$ cat src/acu_cfg.svh
// constants of the async serial uart core: offsets, fields, response codes, timing
// assumes inclusion by the package before anything that uses them
`ifndef ACU_CFG_SVH
`define ACU_CFG_SVH
`define ACU_AW 8
`define ACU_OFF_MODE 8'h00
`define ACU_OFF_STAT 8'h04
`define ACU_OFF_BAUD 8'h08
`define ACU_OFF_TXS 8'h0C
`define ACU_OFF_RXB 8'h10
`define ACU_OFF_FLAG 8'h14
`define ACU_OFF_SYNC 8'h18
`define ACU_BAUD_EXT 4'h8
`define ACU_BIT_ORDER_POS 2
`define ACU_RESP_OKAY 2'h0
`define ACU_RESP_SLVERR 2'h2
`define ACU_SUB_LAST 3'h7
`define ACU_SUB_HALF 3'h3
`define ACU_PRE_BASE 10'h004
`endif

$ cat src/acu_pkg.sv
// types of the async serial uart core: states, modes and the state record
// assumes acu_cfg.svh sits in the include path
`include "acu_cfg.svh"
package acu_pkg;
  typedef enum logic [1:0] {ACU_TX_IDLE = 2'b01, ACU_TX_SHIFT = 2'b10} acu_tx_st_t;
  typedef enum logic [2:0] {
    ACU_RX_IDLE = 3'b001, ACU_RX_HALF = 3'b010, ACU_RX_DATA = 3'b100
  } acu_rx_st_t;
  typedef enum logic [1:0] {
    ACU_PAR_NONE = 2'b00, ACU_PAR_ZERO = 2'b01, ACU_PAR_ODD = 2'b10, ACU_PAR_EVEN = 2'b11
  } acu_par_t;
  // mode register bits 7..2, bits 1..0 read as zero
  typedef struct packed {
    logic txEn;
    logic rxEn;
    acu_par_t parity;
    logic charLen;
    logic stopLen;
  } acu_mode_t;
  typedef struct packed {
    logic awRdy;
    logic awHave;
    logic [7:0] awAddr;
    logic wRdy;
    logic wHave;
    logic [7:0] wData;
    logic wStb;
    logic bValid;
    logic [1:0] bResp;
    logic arRdy;
    logic rValid;
    logic [7:0] rData;
    logic [1:0] rResp;
    acu_mode_t mode;
    logic [3:0] baudSel;
    logic bitOrder;
    logic [9:0] pre;
    logic extPrev;
    logic extHalf;
    acu_tx_st_t txSt;
    logic [11:0] txSh;
    logic [3:0] txCnt;
    logic [2:0] txSub;
    logic txOut;
    acu_rx_st_t rxSt;
    logic [9:0] rxFr;
    logic [3:0] rxCnt;
    logic [2:0] rxSub;
    logic [7:0] rxBuf;
    logic rxFull;
    logic errPar;
    logic errFrm;
    logic errOvr;
    logic txFlag;
    logic rxFlag;
    logic txIrq;
    logic rxIrq;
  } acu_state_t;
endpackage

$ cat src/acu_uart_core.sv
// async serial uart core: transmitter, receiver, baud source, axi4-lite slave
// assumes rxIn and extBaudClkPin are already synchronous to clk
`timescale 1ns/1ps
module acu_uart_core
  import acu_pkg::*;
(
  input wire logic clk,
  input wire logic rst_b,
  input wire logic [7:0] awaddr,
  input wire logic awvalid,
  output logic awready,
  input wire logic [31:0] wdata,
  input wire logic [3:0] wstrb,
  input wire logic wvalid,
  output logic wready,
  output logic [1:0] bresp,
  output logic bvalid,
  input wire logic bready,
  input wire logic [7:0] araddr,
  input wire logic arvalid,
  output logic arready,
  output logic [31:0] rdata,
  output logic [1:0] rresp,
  output logic rvalid,
  input wire logic rready,
  input wire logic rxIn,
  output logic txOut,
  input wire logic extBaudClkPin,
  output logic txDoneIrq,
  output logic rxDoneIrq
);

  acu_state_t s;
  acu_state_t n;
  logic [1:0] rstSync;
  logic rstSyncB;
  logic tick;
  logic preHit;
  logic extRise;
  logic [9:0] preMask;
  logic [3:0] charBits;
  logic parOn;
  logic [3:0] needBits;
  logic [7:0] txChar;
  logic [7:0] rxChar;
  logic rxStop;
  logic rxParBit;

  // expected parity bit of a character for the selected mode
  function automatic logic parOf(input logic [7:0] d, input acu_par_t p);
    logic r;
    r = 1'b0;
    case (p)
      ACU_PAR_EVEN: r = ^d;
      ACU_PAR_ODD: r = ~^d;
      default: r = 1'b0;
    endcase
    return r;
  endfunction

  // mask bit 7 away when 7-bit characters are chosen
  function automatic logic [7:0] charMask(input logic [7:0] d, input logic len8);
    return len8 ? d : {1'b0, d[6:0]};
  endfunction

  // reset release through two stages, assertion stays asynchronous
  always_ff @(posedge clk or negedge rst_b) begin
    if (!rst_b) begin
      rstSync <= 2'h0;
    end else begin
      rstSync <= {rstSync[0], 1'b1};
    end
  end
  assign rstSyncB = rstSync[1];

  always_comb begin
    n = s;
    tick = 1'b0;
    preHit = 1'b0;
    extRise = 1'b0;
    preMask = 10'h000;
    charBits = 4'h0;
    parOn = 1'b0;
    needBits = 4'h0;
    txChar = 8'h00;
    rxChar = 8'h00;
    rxStop = 1'b0;
    rxParBit = 1'b0;
    n.txIrq = 1'b0;
    n.rxIrq = 1'b0;

    // frame shape from the mode register
    // character length select
    charBits = s.mode.charLen ? 4'h8 : 4'h7;
    parOn = (s.mode.parity != ACU_PAR_NONE);
    // one stop bit sampled regardless of stop length
    needBits = charBits + {3'h0, parOn} + 4'h1;

    // baud source; prohibited selections simply give no tick
    // prescale by 2^(n+2), bit counter divides by 8
    preMask = (`ACU_PRE_BASE << s.baudSel[2:0]) - 10'h001;
    preHit = (s.pre == preMask);
    n.pre = preHit ? 10'h000 : s.pre + 10'h001;
    extRise = extBaudClkPin && !s.extPrev;
    n.extPrev = extBaudClkPin;
    if (extRise) begin
      n.extHalf = ~s.extHalf;
    end
    if (s.baudSel == `ACU_BAUD_EXT) begin
      tick = extRise && s.extHalf; // external clock halved, then 8 per bit
    end else if (!s.baudSel[3]) begin
      tick = preHit;
    end

    // bus: write address and data captured independently
    if (awvalid && s.awRdy) begin
      n.awHave = 1'b1;
      n.awAddr = awaddr;
    end
    if (wvalid && s.wRdy) begin
      n.wHave = 1'b1;
      n.wData = wdata[7:0];
      n.wStb = wstrb[0];
    end
    if (s.bValid && bready) begin
      n.bValid = 1'b0;
    end

    // register write once both halves are held
    if (s.awHave && s.wHave && !s.bValid) begin
      n.awHave = 1'b0;
      n.wHave = 1'b0;
      n.bValid = 1'b1;
      n.bResp = `ACU_RESP_OKAY;
      case (s.awAddr)
        `ACU_OFF_MODE: begin
          if (s.wStb) begin
            n.mode = acu_mode_t'(s.wData[7:2]);
          end
        end
        `ACU_OFF_BAUD: begin
          if (s.wStb) begin
            n.baudSel = s.wData[7:4];
            n.pre = 10'h000;
          end
        end
        `ACU_OFF_TXS: begin
          // load starts a frame; ignored while busy or disabled
          if (s.wStb && s.mode.txEn && s.txSt == ACU_TX_IDLE) begin
            // bit 7 dropped in 7-bit mode
            txChar = charMask(s.wData, s.mode.charLen);
            // start bit goes out now, rest queued in shifter
            n.txSh = 12'hFFF;
            for (int i = 0; i < 8; i++) begin
              if (4'(i) < charBits) begin
                n.txSh[i] = txChar[i];
              end
            end
            if (parOn) begin
              n.txSh[charBits] = parOf(txChar, s.mode.parity);
            end
            // one or two stop bits sent
            // count runs from start bit to last stop, so done waits for the full stop time
            n.txCnt = needBits + {3'h0, s.mode.stopLen} + 4'h1;
            n.txSub = 3'h0;
            n.txOut = 1'b0;
            n.txSt = ACU_TX_SHIFT;
          end
        end
        `ACU_OFF_FLAG: begin
          // write one to clear; events below are applied later and win
          if (s.wStb && s.wData[0]) begin
            n.txFlag = 1'b0;
          end
          if (s.wStb && s.wData[1]) begin
            n.rxFlag = 1'b0;
          end
        end
        `ACU_OFF_SYNC: begin
          if (s.wStb) begin
            n.bitOrder = s.wData[`ACU_BIT_ORDER_POS];
          end
        end
        `ACU_OFF_STAT, `ACU_OFF_RXB: begin
          n.bResp = `ACU_RESP_OKAY; // read-only, write ignored
        end
        default: begin
          n.bResp = `ACU_RESP_SLVERR;
        end
      endcase
    end

    // register read, answered at the same edge that accepts the address
    if (s.rValid && rready) begin
      n.rValid = 1'b0;
    end
    if (arvalid && s.arRdy) begin
      n.rValid = 1'b1;
      n.rResp = `ACU_RESP_OKAY;
      n.rData = 8'h00;
      case (araddr)
        `ACU_OFF_MODE: n.rData = {s.mode, 2'b00};
        `ACU_OFF_STAT: n.rData = {5'h00, s.errPar, s.errFrm, s.errOvr};
        `ACU_OFF_BAUD: n.rData = {s.baudSel, 4'h0};
        `ACU_OFF_TXS: n.rData = 8'h00;
        `ACU_OFF_FLAG: n.rData = {6'h00, s.rxFlag, s.txFlag};
        `ACU_OFF_SYNC: n.rData = {5'h00, s.bitOrder, 2'b00};
        `ACU_OFF_RXB: begin
          n.rData = s.rxBuf;
          // buffer read clears error flags and the full mark
          n.rxFull = 1'b0;
          n.errPar = 1'b0;
          n.errFrm = 1'b0;
          n.errOvr = 1'b0;
        end
        default: n.rResp = `ACU_RESP_SLVERR;
      endcase
    end

    // transmitter: each bit lasts eight ticks
    case (s.txSt)
      ACU_TX_IDLE: begin
        if (n.txSt == ACU_TX_IDLE) begin
          n.txOut = 1'b1;
        end
      end
      ACU_TX_SHIFT: begin
        if (!s.mode.txEn) begin
          n.txSt = ACU_TX_IDLE; // disable abandons the frame, line idles
          n.txOut = 1'b1;
        end else if (tick) begin
          n.txSub = s.txSub + 3'h1;
          if (s.txSub == `ACU_SUB_LAST) begin
            if (s.txCnt == 4'h1) begin
              n.txSt = ACU_TX_IDLE;
              n.txOut = 1'b1;
              n.txIrq = 1'b1;
              n.txFlag = 1'b1;
            end else begin
              n.txCnt = s.txCnt - 4'h1;
              n.txOut = s.txSh[0];
              n.txSh = {1'b1, s.txSh[11:1]};
            end
          end
        end
      end
      default: begin
        n.txSt = ACU_TX_IDLE;
        n.txOut = 1'b1;
      end
    endcase

    // receiver
    case (s.rxSt)
      ACU_RX_IDLE: begin
        // after a frame the line must be seen high first, else a low stop bit restarts
        if (rxIn) begin
          n.rxCnt = 4'h0;
        // sampling only while receive is enabled
        end else if (s.mode.rxEn && s.rxCnt == 4'h0) begin
          n.rxSt = ACU_RX_HALF;
          n.rxSub = 3'h0;
        end
      end
      ACU_RX_HALF: begin
        // resample after half a bit, low confirms start
        if (tick && s.mode.rxEn) begin
          n.rxSub = s.rxSub + 3'h1;
          if (s.rxSub == `ACU_SUB_HALF) begin
            n.rxSt = rxIn ? ACU_RX_IDLE : ACU_RX_DATA;
            n.rxSub = 3'h0;
            n.rxCnt = 4'h0;
          end
        end
      end
      ACU_RX_DATA: begin
        if (tick && s.mode.rxEn) begin
          n.rxSub = s.rxSub + 3'h1;
          if (s.rxSub == `ACU_SUB_LAST) begin
            n.rxFr[s.rxCnt] = rxIn;
            n.rxCnt = s.rxCnt + 4'h1;
            // data, parity, one stop then done
            if (s.rxCnt == needBits - 4'h1) begin
              // bit 7 reads zero in 7-bit mode
              rxChar = charMask(n.rxFr[7:0], s.mode.charLen);
              rxParBit = n.rxFr[charBits];
              rxStop = n.rxFr[needBits - 4'h1];
              // error frames delivered just the same
              n.rxBuf = rxChar;
              n.rxIrq = 1'b1;
              n.rxFlag = 1'b1;
              n.errPar = s.mode.parity[1] && (rxParBit != parOf(rxChar, s.mode.parity));
              n.errFrm = !rxStop;
              n.errOvr = n.rxFull; // a same-cycle buffer read prevents overrun
              n.rxFull = 1'b1;
              n.rxSt = ACU_RX_IDLE;
            end
          end
        end
      end
      default: n.rxSt = ACU_RX_IDLE;
    endcase
    // disable stops reception; frame end is gated off above, so buffer
    // flags and pulse stay as they are while a same-cycle buffer read still clears
    if (!s.mode.rxEn && s.rxSt != ACU_RX_IDLE) begin
      n.rxSt = ACU_RX_IDLE;
      n.rxCnt = 4'h1; // rest of the cut frame must not pass for a start
    end

    // ready flags follow the next occupancy so they are registered
    n.awRdy = !n.awHave && !n.bValid;
    n.wRdy = !n.wHave && !n.bValid;
    n.arRdy = !n.rValid;
  end

  // single state register; the line idles high out of reset
  always_ff @(posedge clk or negedge rstSyncB) begin
    if (!rstSyncB) begin
      s <= '0;
      s.txSt <= ACU_TX_IDLE;
      s.rxSt <= ACU_RX_IDLE;
      s.txOut <= 1'b1;
      s.txSh <= 12'hFFF;
    end else begin
      s <= n;
    end
  end

  // outputs straight from the state register
  assign awready = s.awRdy;
  assign wready = s.wRdy;
  assign bvalid = s.bValid;
  assign bresp = s.bResp;
  assign arready = s.arRdy;
  assign rvalid = s.rValid;
  assign rresp = s.rResp;
  assign rdata = {24'h000000, s.rData};
  assign txOut = s.txOut;
  assign txDoneIrq = s.txIrq;
  assign rxDoneIrq = s.rxIrq;

endmodule
$ cat config.mk
export PLATFORM = sky130hd
export DESIGN_NAME = acu_uart_core
export DESIGN_NICKNAME = d
export VERILOG_FILES = /design/src/acu_pkg.sv /design/src/acu_uart_core.sv
export VERILOG_INCLUDE_DIRS = /design/src /design/src/src
export SDC_FILE = /design/constraint.sdc
export NUM_CORES = 1
export LEC_CHECK = 0
export BUFFER_PORTS_ARGS = -buffer_cell sky130_fd_sc_hd__buf_2
export CORE_MARGIN = 4
export CORE_UTILIZATION = 50
export CTS_BUF_LIST = sky130_fd_sc_hd__clkbuf_8 sky130_fd_sc_hd__clkbuf_16
export DETAILED_ROUTE_END_ITERATION = 8
export PLACE_DENSITY_LB_ADDON = 0.15
export SYNTH_ARGS = -nofsm -noshare
export SYNTH_HDL_FRONTEND = slang
export SYNTH_SLANG_ARGS = --single-unit
$ cat constraint.sdc
create_clock -name clk -period 3.3 [get_ports clk]
set_input_delay 0.33 -clock clk [delete_from_list [all_inputs] [get_ports clk]]
set_output_delay 0.33 -clock clk [all_outputs]
set_load 0.02 [all_outputs]
Yosys cells after proc, flatten, opt, wreduce, memory -nomap -nowiden
Cells that the tools add are included.
{ "classes": {"shift": 1, "addsub": 11, "n_eq_ne": 41, "magnitude_cmp": 13, "n_reduce_logical": 49, "bitwise": 1, "n_mux": 133} }
{ "ops": {"columns": ["cell", "count"], "rows": [
  ["$mux W22", 4],
  ["$mux W1", 74],
  ["$mux W10", 5],
  ["$eq A8 B5 Y1 const B", 6],
  ["$pmux W8 S6", 1],
  ["$mux W19", 2],
  ["$mux W12", 3],
  ["$eq A8 B4 Y1 const B", 4],
  ["$mux W32", 1],
  ["$mux W3", 10],
  ["$mux W4", 6],
  ["$ne A3 B3 Y1 const B", 8],
  ["$logic_and A1 B1 Y1", 21],
  ["$pmux W7 S3", 1],
  ["$mux W18", 1],
  ["$mux W17", 1],
  ["$eq A8 B3 Y1 const B", 2],
  ["$logic_not A8 Y1", 2],
  ["$lt A3 B4 Y1 const A", 4],
  ["$mux W16", 1],
  ["$mux W8", 2],
  ["$reduce_xnor A8 Y1", 2],
  ["$reduce_xor A8 Y1", 2],
  ["$lt A4 B5 Y1 const B", 3],
  ["45 further kinds", 83]
]} }
{ "totals": {"output_inout_bits": 44, "elab_cells": 291, "regBits": 119, "inputBits": 61} }

Depth between registers and ports, before layout
Gate-level depths: netlist (run 1).
{ "logic_depth": {"depth_word": 19, "mapped_depth": 13, "depth_no_buf": 11} }

Worst setup path after synthesis (run 1)
Ideal clock, no wire load.
{ "synth_path": {"path_type": "reg2reg", "startpoint": "reg s[72] (netlist bit)", "endpoint": "reg s[35] (netlist bit)", "slack_ns": 0.121, "path_buffers": 1, "arrival_time_ns": 3.054, "setup_time_ns": 0.125, "required_ns": 3.175, "period_less_slack_ns": 3.179, "path_stages_with_launch": 11, "path_cell_list": "dfrtp_1 -> buf_2 -> or3_1 -> ha_1 -> or4b_1 -> o21ai_0 -> o311ai_1 -> a2111oi_4 -> nor2_2 -> a31oi_1 -> mux2_2"} }
{ "synth_via": {"elab_chain_cells": 8, "word_cells_on_any_way": 10, "cone_classes": "1 x add/sub; 4 x eq/ne; 1 x shift; 2 x mux; 2 x reduce/logical"} }
{ "synth_rtl": {"columns": ["item", "line", "source"], "rows": [
  ["start, declared", "acu_uart_core.sv:33", "acu_state_t s;"],
  ["start signal, assigned", "acu_uart_core.sv:325", "s <= n;"],
  ["$shl A3 B3 Y10 (no line)", null, null],
  ["$sub A10 B1 Y10", "acu_uart_core.sv:101", "preMask = (`ACU_PRE_BASE << s.baudSel[2:0]) - 10'h001;"],
  ["$eq A10 B10 Y1", "acu_uart_core.sv:102", "preHit = (s.pre == preMask);"],
  ["$mux W1", "acu_uart_core.sv:111", "end else if (!s.baudSel[3]) begin"],
  ["$mux W1 (*)", "acu_uart_core.sv:109", "if (s.baudSel == `ACU_BAUD_EXT) begin"],
  ["$logic_and A1 B1 Y1 (*)", "acu_uart_core.sv:267, acu_uart_core.sv:277", null],
  ["$ne A3 B3 Y1 (no line)", null, null],
  ["$reduce_and A7 Y1 (no line) (*)", null, null]
]} }
Mark *: on every way between the ends. The rest lies on a longest branch, timed or not.
A chain may end at the register's enable or synchronous reset.

Worst setup path after layout (run 1)
Ends and elaborated chain as after synthesis.

==> results of run 1 <==
==> per-stage QoR <==
stage / instance area (um^2) / power (W) / hold WS, ns
after floorplan: 6430 / 0.00261 / 0.0344
after global placement: 6640 / 0.00280 / 0.116
after detailed placement: 6640 / 0.00285 / 0.118
after CTS: 7240 / 0.00467 / 0.0225
after global routing: 7240 / 0.00487 / 0.0286
final: 7240 / 0.00463 / 0.0351
==> kinds of logic (layout without fill, tap and decap cells) <==
| logic type | count (synthesis) | count (layout) | share of synthesized area [%] |
|---|---|---|---|
| other cells | 2 | 27 | 0.118 |
| xor+xnor | 33 | 33 | 4.78 |
| flops | 117 | 117 | 46.5 |
| mux | 50 | 50 | 8.65 |
| simple gates | 229 | 229 | 17.5 |
| buf+inv | 80 | 119 | 7.09 |
| compound gates | 114 | 114 | 11.0 |
| fa+ha+maj | 22 | 22 | 4.34 |
==> layer usage <==
layer  wire, um  vias up  track usage (%)
li1           -     2279                -
met1       6110     2297             26.3
met2       6480       99             32.3
met3        664       12             4.40
met4        180        0             7.08
met5          0        -                0
==> power groups by stage <==
| stage | clock network [W] | logic (W) | registers [W] |
|---|---|---|---|
| 6_report | 0.00180 | 0.000913 | 0.00192 |
| 3_5_place_dp | 0 | 0.000912 | 0.00194 |
| 5_1_grt | 0.00191 | 0.00100 | 0.00195 |
| 3_3_place_gp | 0 | 0.000882 | 0.00192 |
| 2_1_floorplan | 0 | 0.000727 | 0.00188 |
| 4_1_cts | 0.00184 | 0.000920 | 0.00191 |
==> worst register-to-register path, cell delays in order, from the launching register on <==
cell and delay [ns]:
sky130_fd_sc_hd__dfrtp_1 0.37, sky130_fd_sc_hd__or3_1 0.43, sky130_fd_sc_hd__ha_1 0.24, sky130_fd_sc_hd__or4b_1 0.52
sky130_fd_sc_hd__o21ai_0 0.09, sky130_fd_sc_hd__o311ai_1 0.16, sky130_fd_sc_hd__a2111oi_4 0.48, sky130_fd_sc_hd__nor2_2 0.14
sky130_fd_sc_hd__a31oi_1 0.25, sky130_fd_sc_hd__mux2_2 0.36
==> final cells by class <==
| cell class | instances | share of cell area, % |
|---|---|---|
| Tap cell | 168 | 2.90 |
| Inverter | 24 | 1.24 |
| Clock inverter | 11 | 1.50 |
| Timing Repair Buffer | 63 | 4.98 |
| Sequential cell | 117 | 40.8 |
| Multi-Input combinational cell | 475 | 42.0 |
| Clock buffer | 21 | 6.64 |
==> worst paths after layout <==
check                                     startpoint                    to  slack, ns  cells after the start
worst max-delay path               s[72]$_DFFE_PN0P_     s[35]$_DFFE_PN0P_       0.13                      9
min in group asynchronous                      rst_b  rstSync[1]$_DFF_PN0_       0.22                      2
worst min register to register  rstSync[0]$_DFF_PN0_  rstSync[1]$_DFF_PN0_       0.35                      0
max in group asynchronous       rstSync[1]$_DFF_PN0_     s[33]$_DFFE_PN1P_       2.11                      1
worst min-delay path                   extBaudClkPin       s[59]$_DFF_PN0_       0.04                      1
worst max register to register     s[72]$_DFFE_PN0P_     s[35]$_DFFE_PN0P_       0.13                      9
==> what timing repair did <==
| item | 4_1_cts | 5_1_grt |
|---|---|---|
| endpoints found under the setup margin | 0 | 10 |
| endpoints found under the hold margin | 2 | 0 |
| gates resized for setup | 0 | 0 |
| hold buffers | 1 | 0 |
==> cell usage in the layout, fill, tap and decap left out, drive strengths merged, types with 3 or more instances in the layout <==
cell type / instances
inv: 27
clkinvlp: 3
nor2b: 7
a222oi: 4
nor2: 52
or3: 4
a21oi: 21
mux2i: 21
xor2: 13
a22o: 3
a22oi: 3
and3: 4
mux2: 28
clkinv: 3
buf: 62
nand2b: 9
o21ai: 55
a31oi: 8
dfrtp: 102
xnor2: 19
nor3b: 9
nor3: 7
clkbuf: 21
nand3b: 8
ha: 22
or2: 6
nand3: 29
conb: 27
nand2: 83
nor4: 3
o211ai: 3
dfstp: 15
o22ai: 3
==> out/qor.csv, run 1 <==
stage;metric;value;unit
sta;worst_slew_margin_rel;43.6;%
final_layout;antennaDiodeCount;0;
drt;drt_pass1_iterations;5;
sta;fin_worst_skew;0.00661;ns
synthesis;synth_seq_cells;117;
pwr;sequentialPowerShare;41.3;%
sta;fin_tns_setup;0;ns
pwr;pwr_density_cell;640;nW/um^2
clock_tree;tritoncts;done;
synthesis;synth.cells.most_frequent;102 x sky130_fd_sc_hd__dfrtp_1, 83 x sky130_fd_sc_hd__nand2_1, 54 x sky130_fd_sc_hd__o21ai_0;
final_layout;flow.area_growth_from_synthesis;14.2;%
synthesis;post-synth-top-area-fraction;40.3;%
sta;fmax;316;MHz
global_route;grt_first_pass_wirelength;22.9;mm
critical_path;critical_path_peak_fanout;4;
synthesis;synth_top_area_cell;sky130_fd_sc_hd__dfrtp_1;
final_layout;top_register;s;
floorplanning;core;12200;um^2
sta;final_max_slew_viol_count;0;
pwr;internal-power;0.00329;W
final_layout;finish.cell_count_without_fillers;879;
drt;detailed_route_via_count;4687;
critical_path;path_delay_family;simple AND/OR/NAND/NOR gates;
final_layout;final_net_count;781;
pwr;peakVddDrop;0.000468;V
critical_path;critical_path.cell_chain;or3_1 -> ha_1 -> or4b_1 -> o21ai_0 -> o311ai_1 -> a2111oi_4 -> nor2_2 -> a31oi_1 -> mux2_2;
final_layout;seq_area;2950;um^2
global_route;grt_util_all_layers;19.9;%
synthesis;async_flop_share;100;%
global_route;grt_max_degree;62;
floorplanning;number_of_rows_created_at_floorplan;40;
synthesis;synth-edff-count;0;
critical_path;critical_path.endpoint_type;flop;
synthesis;yosysWarnings;0;
pwr;power.clock.fraction;38.9;%
critical_path;timing.critical_path.buf_inv;0;
final_layout;largest_register_ffs;97;
sta;post-route-period-util;96.0;%
pwr;power.share.switching;28.9;%
sta;number_of_setup_violations_in_the_final_report;0;
global_route;overflow;0;
floorplanning;die-height;121;um
drt;vias_per_cell;5.33;
pwr;power.static_leakage;3.43;nW
final_layout;layout-drive-gt1-share;20.7;%
clock_tree;cts_made_buffers;17;
drt;totalWireLength;13.4;mm
floorplanning;die_area;14500;um^2
clock_tree;clk_latency;0.41;ns
placed_design;place.detailed.instances;846;
clock_tree;clockBufferDepth;2;
placed_design;io_buffer_count;51;
critical_path;cp_data_required_time;3.60;ns
final_layout;fillCellCount;1087;
drt;route.detailed.wl_per_inst;15.3;um
critical_path;crit_slowest_cell;sky130_fd_sc_hd__or4b_1;
drt;drt_iter0_markers;371;
floorplanning;width_of_the_die;121;um
min_path;min_path_type;in2reg;
final_layout;multi_input_comb_area;3040;um^2
sta;tightestPinTransition;0.839;ns
final_layout;utilization;59.3;%
floorplanning;io_pins;105;
status;status;finished, final reports clean;
pwr;pwr-share-comb;19.7;%
drt;drc;0;
placed_design;dp_hpwl;9.74;mm
job;maxCapViolations;0;
synthesis;synth_cell_type_count;57;
placed_design;dp_worst_setup_slack;0.117;ns
pwr;netSwitchingPower;0.00134;W
critical_path;timing.critical_path.slowest_cell_delay;0.52;ns
critical_path;crit_path_start_kind;flop;
clock_tree;htree_num_levels;4;
sta;unrepaired_setup_endpoints_after_global_routing;false;
synthesis;synth_top_cells_by_area;sky130_fd_sc_hd__dfrtp_1 40%, sky130_fd_sc_hd__dfstp_2 6.2%, sky130_fd_sc_hd__mux2_2 5.0%;
sta;final.setup.worst_slack;0.131;ns
sta;final.min_clock_period;3.17;ns
sta;finalHoldViolations;0;
synthesis;synth_top_flop_cell;sky130_fd_sc_hd__dfrtp_1;
synthesis;post_synth_instance_area;6340;um^2
clock_tree;clock-sinks;117;
placed_design;gpl.final_weighted_congestion;0.853;
synthesis;yosys.cell_count.top_type;sky130_fd_sc_hd__dfrtp_1;
critical_path;worst_setup_path_class;reg2reg;
synthesis;synth-seq-area-share;46.5;%
clock_tree;clkSlewWorstSetupHoldPaths;0.05;ns
clock_tree;root_buffer_master;sky130_fd_sc_hd__clkbuf_16;
global_route;first_global_vias;4649;
floorplanning;floorplan.initialDensity;51.9;%
synthesis;netlist_instances;647;
clock_tree;cts_setup_buffers;0;
critical_path;critical_path_arrival;3.46;ns
synthesis;synth_area_per_cell;9.80;um^2
global_route;initial_antenna_violation_count;0;
drt;ant_nets;0;
Power figures use the tool's default switching activity.
==> run 2: changes to the inputs <==
--- a/config.mk
+++ b/config.mk
@@ -6,11 +6,11 @@
 export SDC_FILE = /design/constraint.sdc
 export NUM_CORES = 1
 export LEC_CHECK = 0
-export BUFFER_PORTS_ARGS = -buffer_cell sky130_fd_sc_hd__buf_2
 export CORE_MARGIN = 4
 export CORE_UTILIZATION = 50
 export CTS_BUF_LIST = sky130_fd_sc_hd__clkbuf_8 sky130_fd_sc_hd__clkbuf_16
 export DETAILED_ROUTE_END_ITERATION = 8
+export DONT_BUFFER_PORTS = 1
 export PLACE_DENSITY_LB_ADDON = 0.15
 export SYNTH_ARGS = -nofsm -noshare
 export SYNTH_HDL_FRONTEND = slang
==> run 2 against run 1 <==
Effect of this change: power shrank 1.0%; routed wire length decreased by 3.5%; critical path type unchanged; hold slack improved by 0.022 ns; utilization is 1.8 points lower; via count fell by 6.0%; clock skew is 0.0058 ns higher; combinational power down 12%.
==> out/qor.csv, run 2 (synthesized netlist as in run 1, its figures left out) <==
stage;metric;value;unit;change
final_layout;antennaDiodeCount;0;;unchanged
clock_tree;cts_made_buffers;17;;unchanged
clock_tree;clkSlewWorstSetupHoldPaths;0.06;ns;was 0.05 ns
drt;totalWireLength;13.0;mm;was 13.4 mm
global_route;grt_first_pass_wirelength;21.6;mm;was 22.9 mm
floorplanning;die_area;14500;um^2;unchanged
final_layout;top_register;s;;unchanged
final_layout;finish.cell_count_without_fillers;831;;was 879
global_route;grt_util_all_layers;18.9;%;was 19.9%
final_layout;flow.area_growth_from_synthesis;10.8;%;was 14.2%
drt;route.top_layer_used;met4;;unchanged
critical_path;critical_path.cell_chain;or3_1 -> ha_1 -> or4b_1 -> o21ai_0 -> o311ai_1 -> a2111oi_4 -> nor2_2 -> a31oi_1 -> mux2_2;;unchanged
critical_path;r2r_setup_slack;0.15;ns;was 0.13 ns
sta;post-route-period-util;95.6;%;was 96.0%
sta;final.min_clock_period;3.15;ns;was 3.17 ns
placed_design;dp_hpwl;9.59;mm;was 9.74 mm
sta;final_max_slew_viol_count;0;;unchanged
sta;final.setup.worst_slack;0.145;ns;was 0.131 ns
critical_path;crit-reg2reg-capture;s[35]$_DFFE_PN0P_;;unchanged
floorplanning;number_of_rows_created_at_floorplan;40;;unchanged
clock_tree;clockBufferDepth;2;;unchanged
clock_tree;clk_latency;0.42;ns;was 0.41 ns
global_route;initial_antenna_violation_count;0;;unchanged
critical_path;r2r.worst_path.cells;9;;unchanged
critical_path;crit_slowest_cell;sky130_fd_sc_hd__or4b_1;;unchanged
pwr;power.total;0.00458;W;was 0.00463 W
final_layout;final_net_count;733;;was 781
clock_tree;clock-sinks;117;;unchanged
placed_design;io_buffer_count;0;;was 51
job;maxCapViolations;0;;unchanged
drt;drt_pass1_iterations;5;;unchanged
final_layout;fillCellCount;1107;;was 1,087
global_route;first_global_vias;4350;;was 4,649
sta;unrepaired_setup_endpoints_after_global_routing;false;;unchanged
drt;drt_iter0_markers;280;;was 371
drt;detailed_route_via_count;4407;;was 4,687
drt;drc;0;;unchanged
drt;met2WireLength;6.07;mm;was 6.48 mm
clock_tree;root_buffer_master;sky130_fd_sc_hd__clkbuf_16;;unchanged
pwr;peakVddDrop;0.000478;V;was 0.000468 V
floorplanning;core;12200;um^2;unchanged
sta;fmax;317;MHz;was 316 MHz
placed_design;gpl.final_weighted_congestion;0.823;;was 0.853
floorplanning;io_pins;105;;unchanged
critical_path;worst_setup_path_class;reg2reg;;unchanged
critical_path;cp-endpoint;s[35]$_DFFE_PN0P_;;unchanged
final_layout;design_area;7020;um^2;was 7240 um^2
floorplanning;width_of_the_die;121;um;unchanged
drt;ant_nets;0;;unchanged
critical_path;worst_setup_startpoint;s[72]$_DFFE_PN0P_;;unchanged
clock_tree;htree_num_levels;4;;unchanged
placed_design;dp_worst_setup_slack;0.110;ns;was 0.117 ns
final_layout;largest_register_ffs;97;;unchanged
drt;route.met3.wl;652;um;was 664 um
final_layout;layout_common_cells;101 x sky130_fd_sc_hd__dfrtp_1, 83 x sky130_fd_sc_hd__nand2_1, 54 x sky130_fd_sc_hd__o21ai_0;;unchanged
sta;finalHoldViolations;0;;unchanged
sta;fin_worst_skew;0.0124;ns;was 0.00661 ns
floorplanning;die-height;121;um;unchanged
pwr;power.static_leakage;3.20;nW;was 3.43 nW
critical_path;cp_data_required_time;3.60;ns;about the same
sta;number_of_setup_violations_in_the_final_report;0;;unchanged
critical_path;r2r_start;s[72]$_DFFE_PN0P_;;unchanged
sta;worst_slew_margin_rel;47.5;%;was 43.6%
pwr;pwr_density_cell;653;nW/um^2;was 640 nW/um^2
sta;tightestPinTransition;0.787;ns;was 0.839 ns
critical_path;critical_path_peak_fanout;4;;unchanged
min_path;min_path_type;in2reg;;unchanged
drt;route.detailed.wl_per_inst;15.6;um;was 15.3 um
critical_path;timing.critical_path.slowest_cell_delay;0.51;ns;was 0.52 ns
critical_path;critical_path.endpoint_type;flop;;unchanged
final_layout;layout.cells.most_common;sky130_fd_sc_hd__dfrtp_1;;unchanged
drt;vias_per_cell;5.30;;was 5.33
drt;wirelength_met1;6.13;mm;was 6.11 mm
placed_design;place.detailed.instances;796;;was 846
status;status;finished, final reports clean;;unchanged
floorplanning;floorplan.initialDensity;51.9;%;unchanged
global_route;overflow;0;;unchanged
clock_tree;tritoncts;done;;unchanged
global_route;grt_max_degree;63;;was 62
final_layout;layout-drive-gt1-share;15.1;%;was 20.7%
sta;fin_tns_setup;0;ns;unchanged
critical_path;critical_path_arrival;3.45;ns;was 3.46 ns
critical_path;crit_path_start_kind;flop;;unchanged
placed_design;dpl-instance-area;6390;um^2;was 6640 um^2
-- run 2: changes by cell type in the layout (fill, tap and decap cells not counted), moves of 2 or more --
cell / change
sky130_fd_sc_hd__clkinv_2: -2
sky130_fd_sc_hd__clkbuf_8: -3
sky130_fd_sc_hd__clkinv_4: +5
sky130_fd_sc_hd__inv_1: -3
sky130_fd_sc_hd__buf_2: -51
sky130_fd_sc_hd__dlygate4sd3_1: +2
sky130_fd_sc_hd__clkinvlp_4: +2
-- run 2: how the worst min path moves through the flow --
stage          startpoint              endpoint  cells after the start
3_3_place_gp        rst_b  rstSync[0]$_DFF_PN0_                      0
6_report        awaddr[5]    s[112]$_DFFE_PN0P_                      1
3_5_place_dp        rst_b  rstSync[0]$_DFF_PN0_                      0
5_1_grt          wdata[7]    s[104]$_DFFE_PN0P_                      1
4_1_cts          wstrb[0]     s[96]$_DFFE_PN0P_                      1
2_1_floorplan       rst_b  rstSync[0]$_DFF_PN0_                      0
-- run 2: area by class of cell --
| class | count | area, um^2 | share of cell area (%) |
|---|---|---|---|
| repair buffers | 15 | 133 | 1.89 |
| well taps | 168 | 210 | 2.99 |
| clock inverters | 14 | 155 | 2.21 |
| inverters | 24 | 90.1 | 1.28 |
| flip-flops and latches | 117 | 2950 | 42.0 |
| clock buffers | 18 | 439 | 6.26 |
| multi-input cells | 475 | 3040 | 43.3 |
-- run 2: where the power goes --
group	total, W	internal, W	switching, W
registers	0.00196	0.00165	0.000311
clock network	0.00181	0.00113	0.000678
logic	0.000808	0.000429	0.000379
-- run 2: stage by stage --
step / hold WS, ns / util, %
3_5_place_dp: 0.0345 / 52.3
6_report: 0.0574 / 57.5
4_1_cts: 0.0421 / 57.4
5_1_grt: 0.0388 / 57.5
2_1_floorplan: 0.0344 / -
3_3_place_gp: 0.0345 / 52.3
-- run 2: routing by layer --
metal / vias up / track usage [%]
li1: 2182 / -
met3: 12 / 5.99
met1: 2117 / 25.8
met2: 96 / 28.7
met5: - / 0
met4: 0 / 6.02
-- run 2: critical path, delay by kind of cell (launching register included) --
| kind | cells | cell delay, ns |
|---|---|---|
| AOI/OAI and AO/OA | 4 | 0.98 |
| adders and majority gates | 1 | 0.23 |
| DFF | 1 | 0.37 |
| muxes | 1 | 0.37 |
| and+or+nand+nor | 3 | 1.09 |
-- run 2: repair_timing --
| action | 4_1_cts | 5_1_grt |
|---|---|---|
| hold endpoints to repair | 4 | 0 |
| resized for setup | 0 | 1 |
| buffers inserted | 0 | 0 |
| endpoints found under the setup margin | 0 | 13 |
| hold buffers | 3 | 0 |
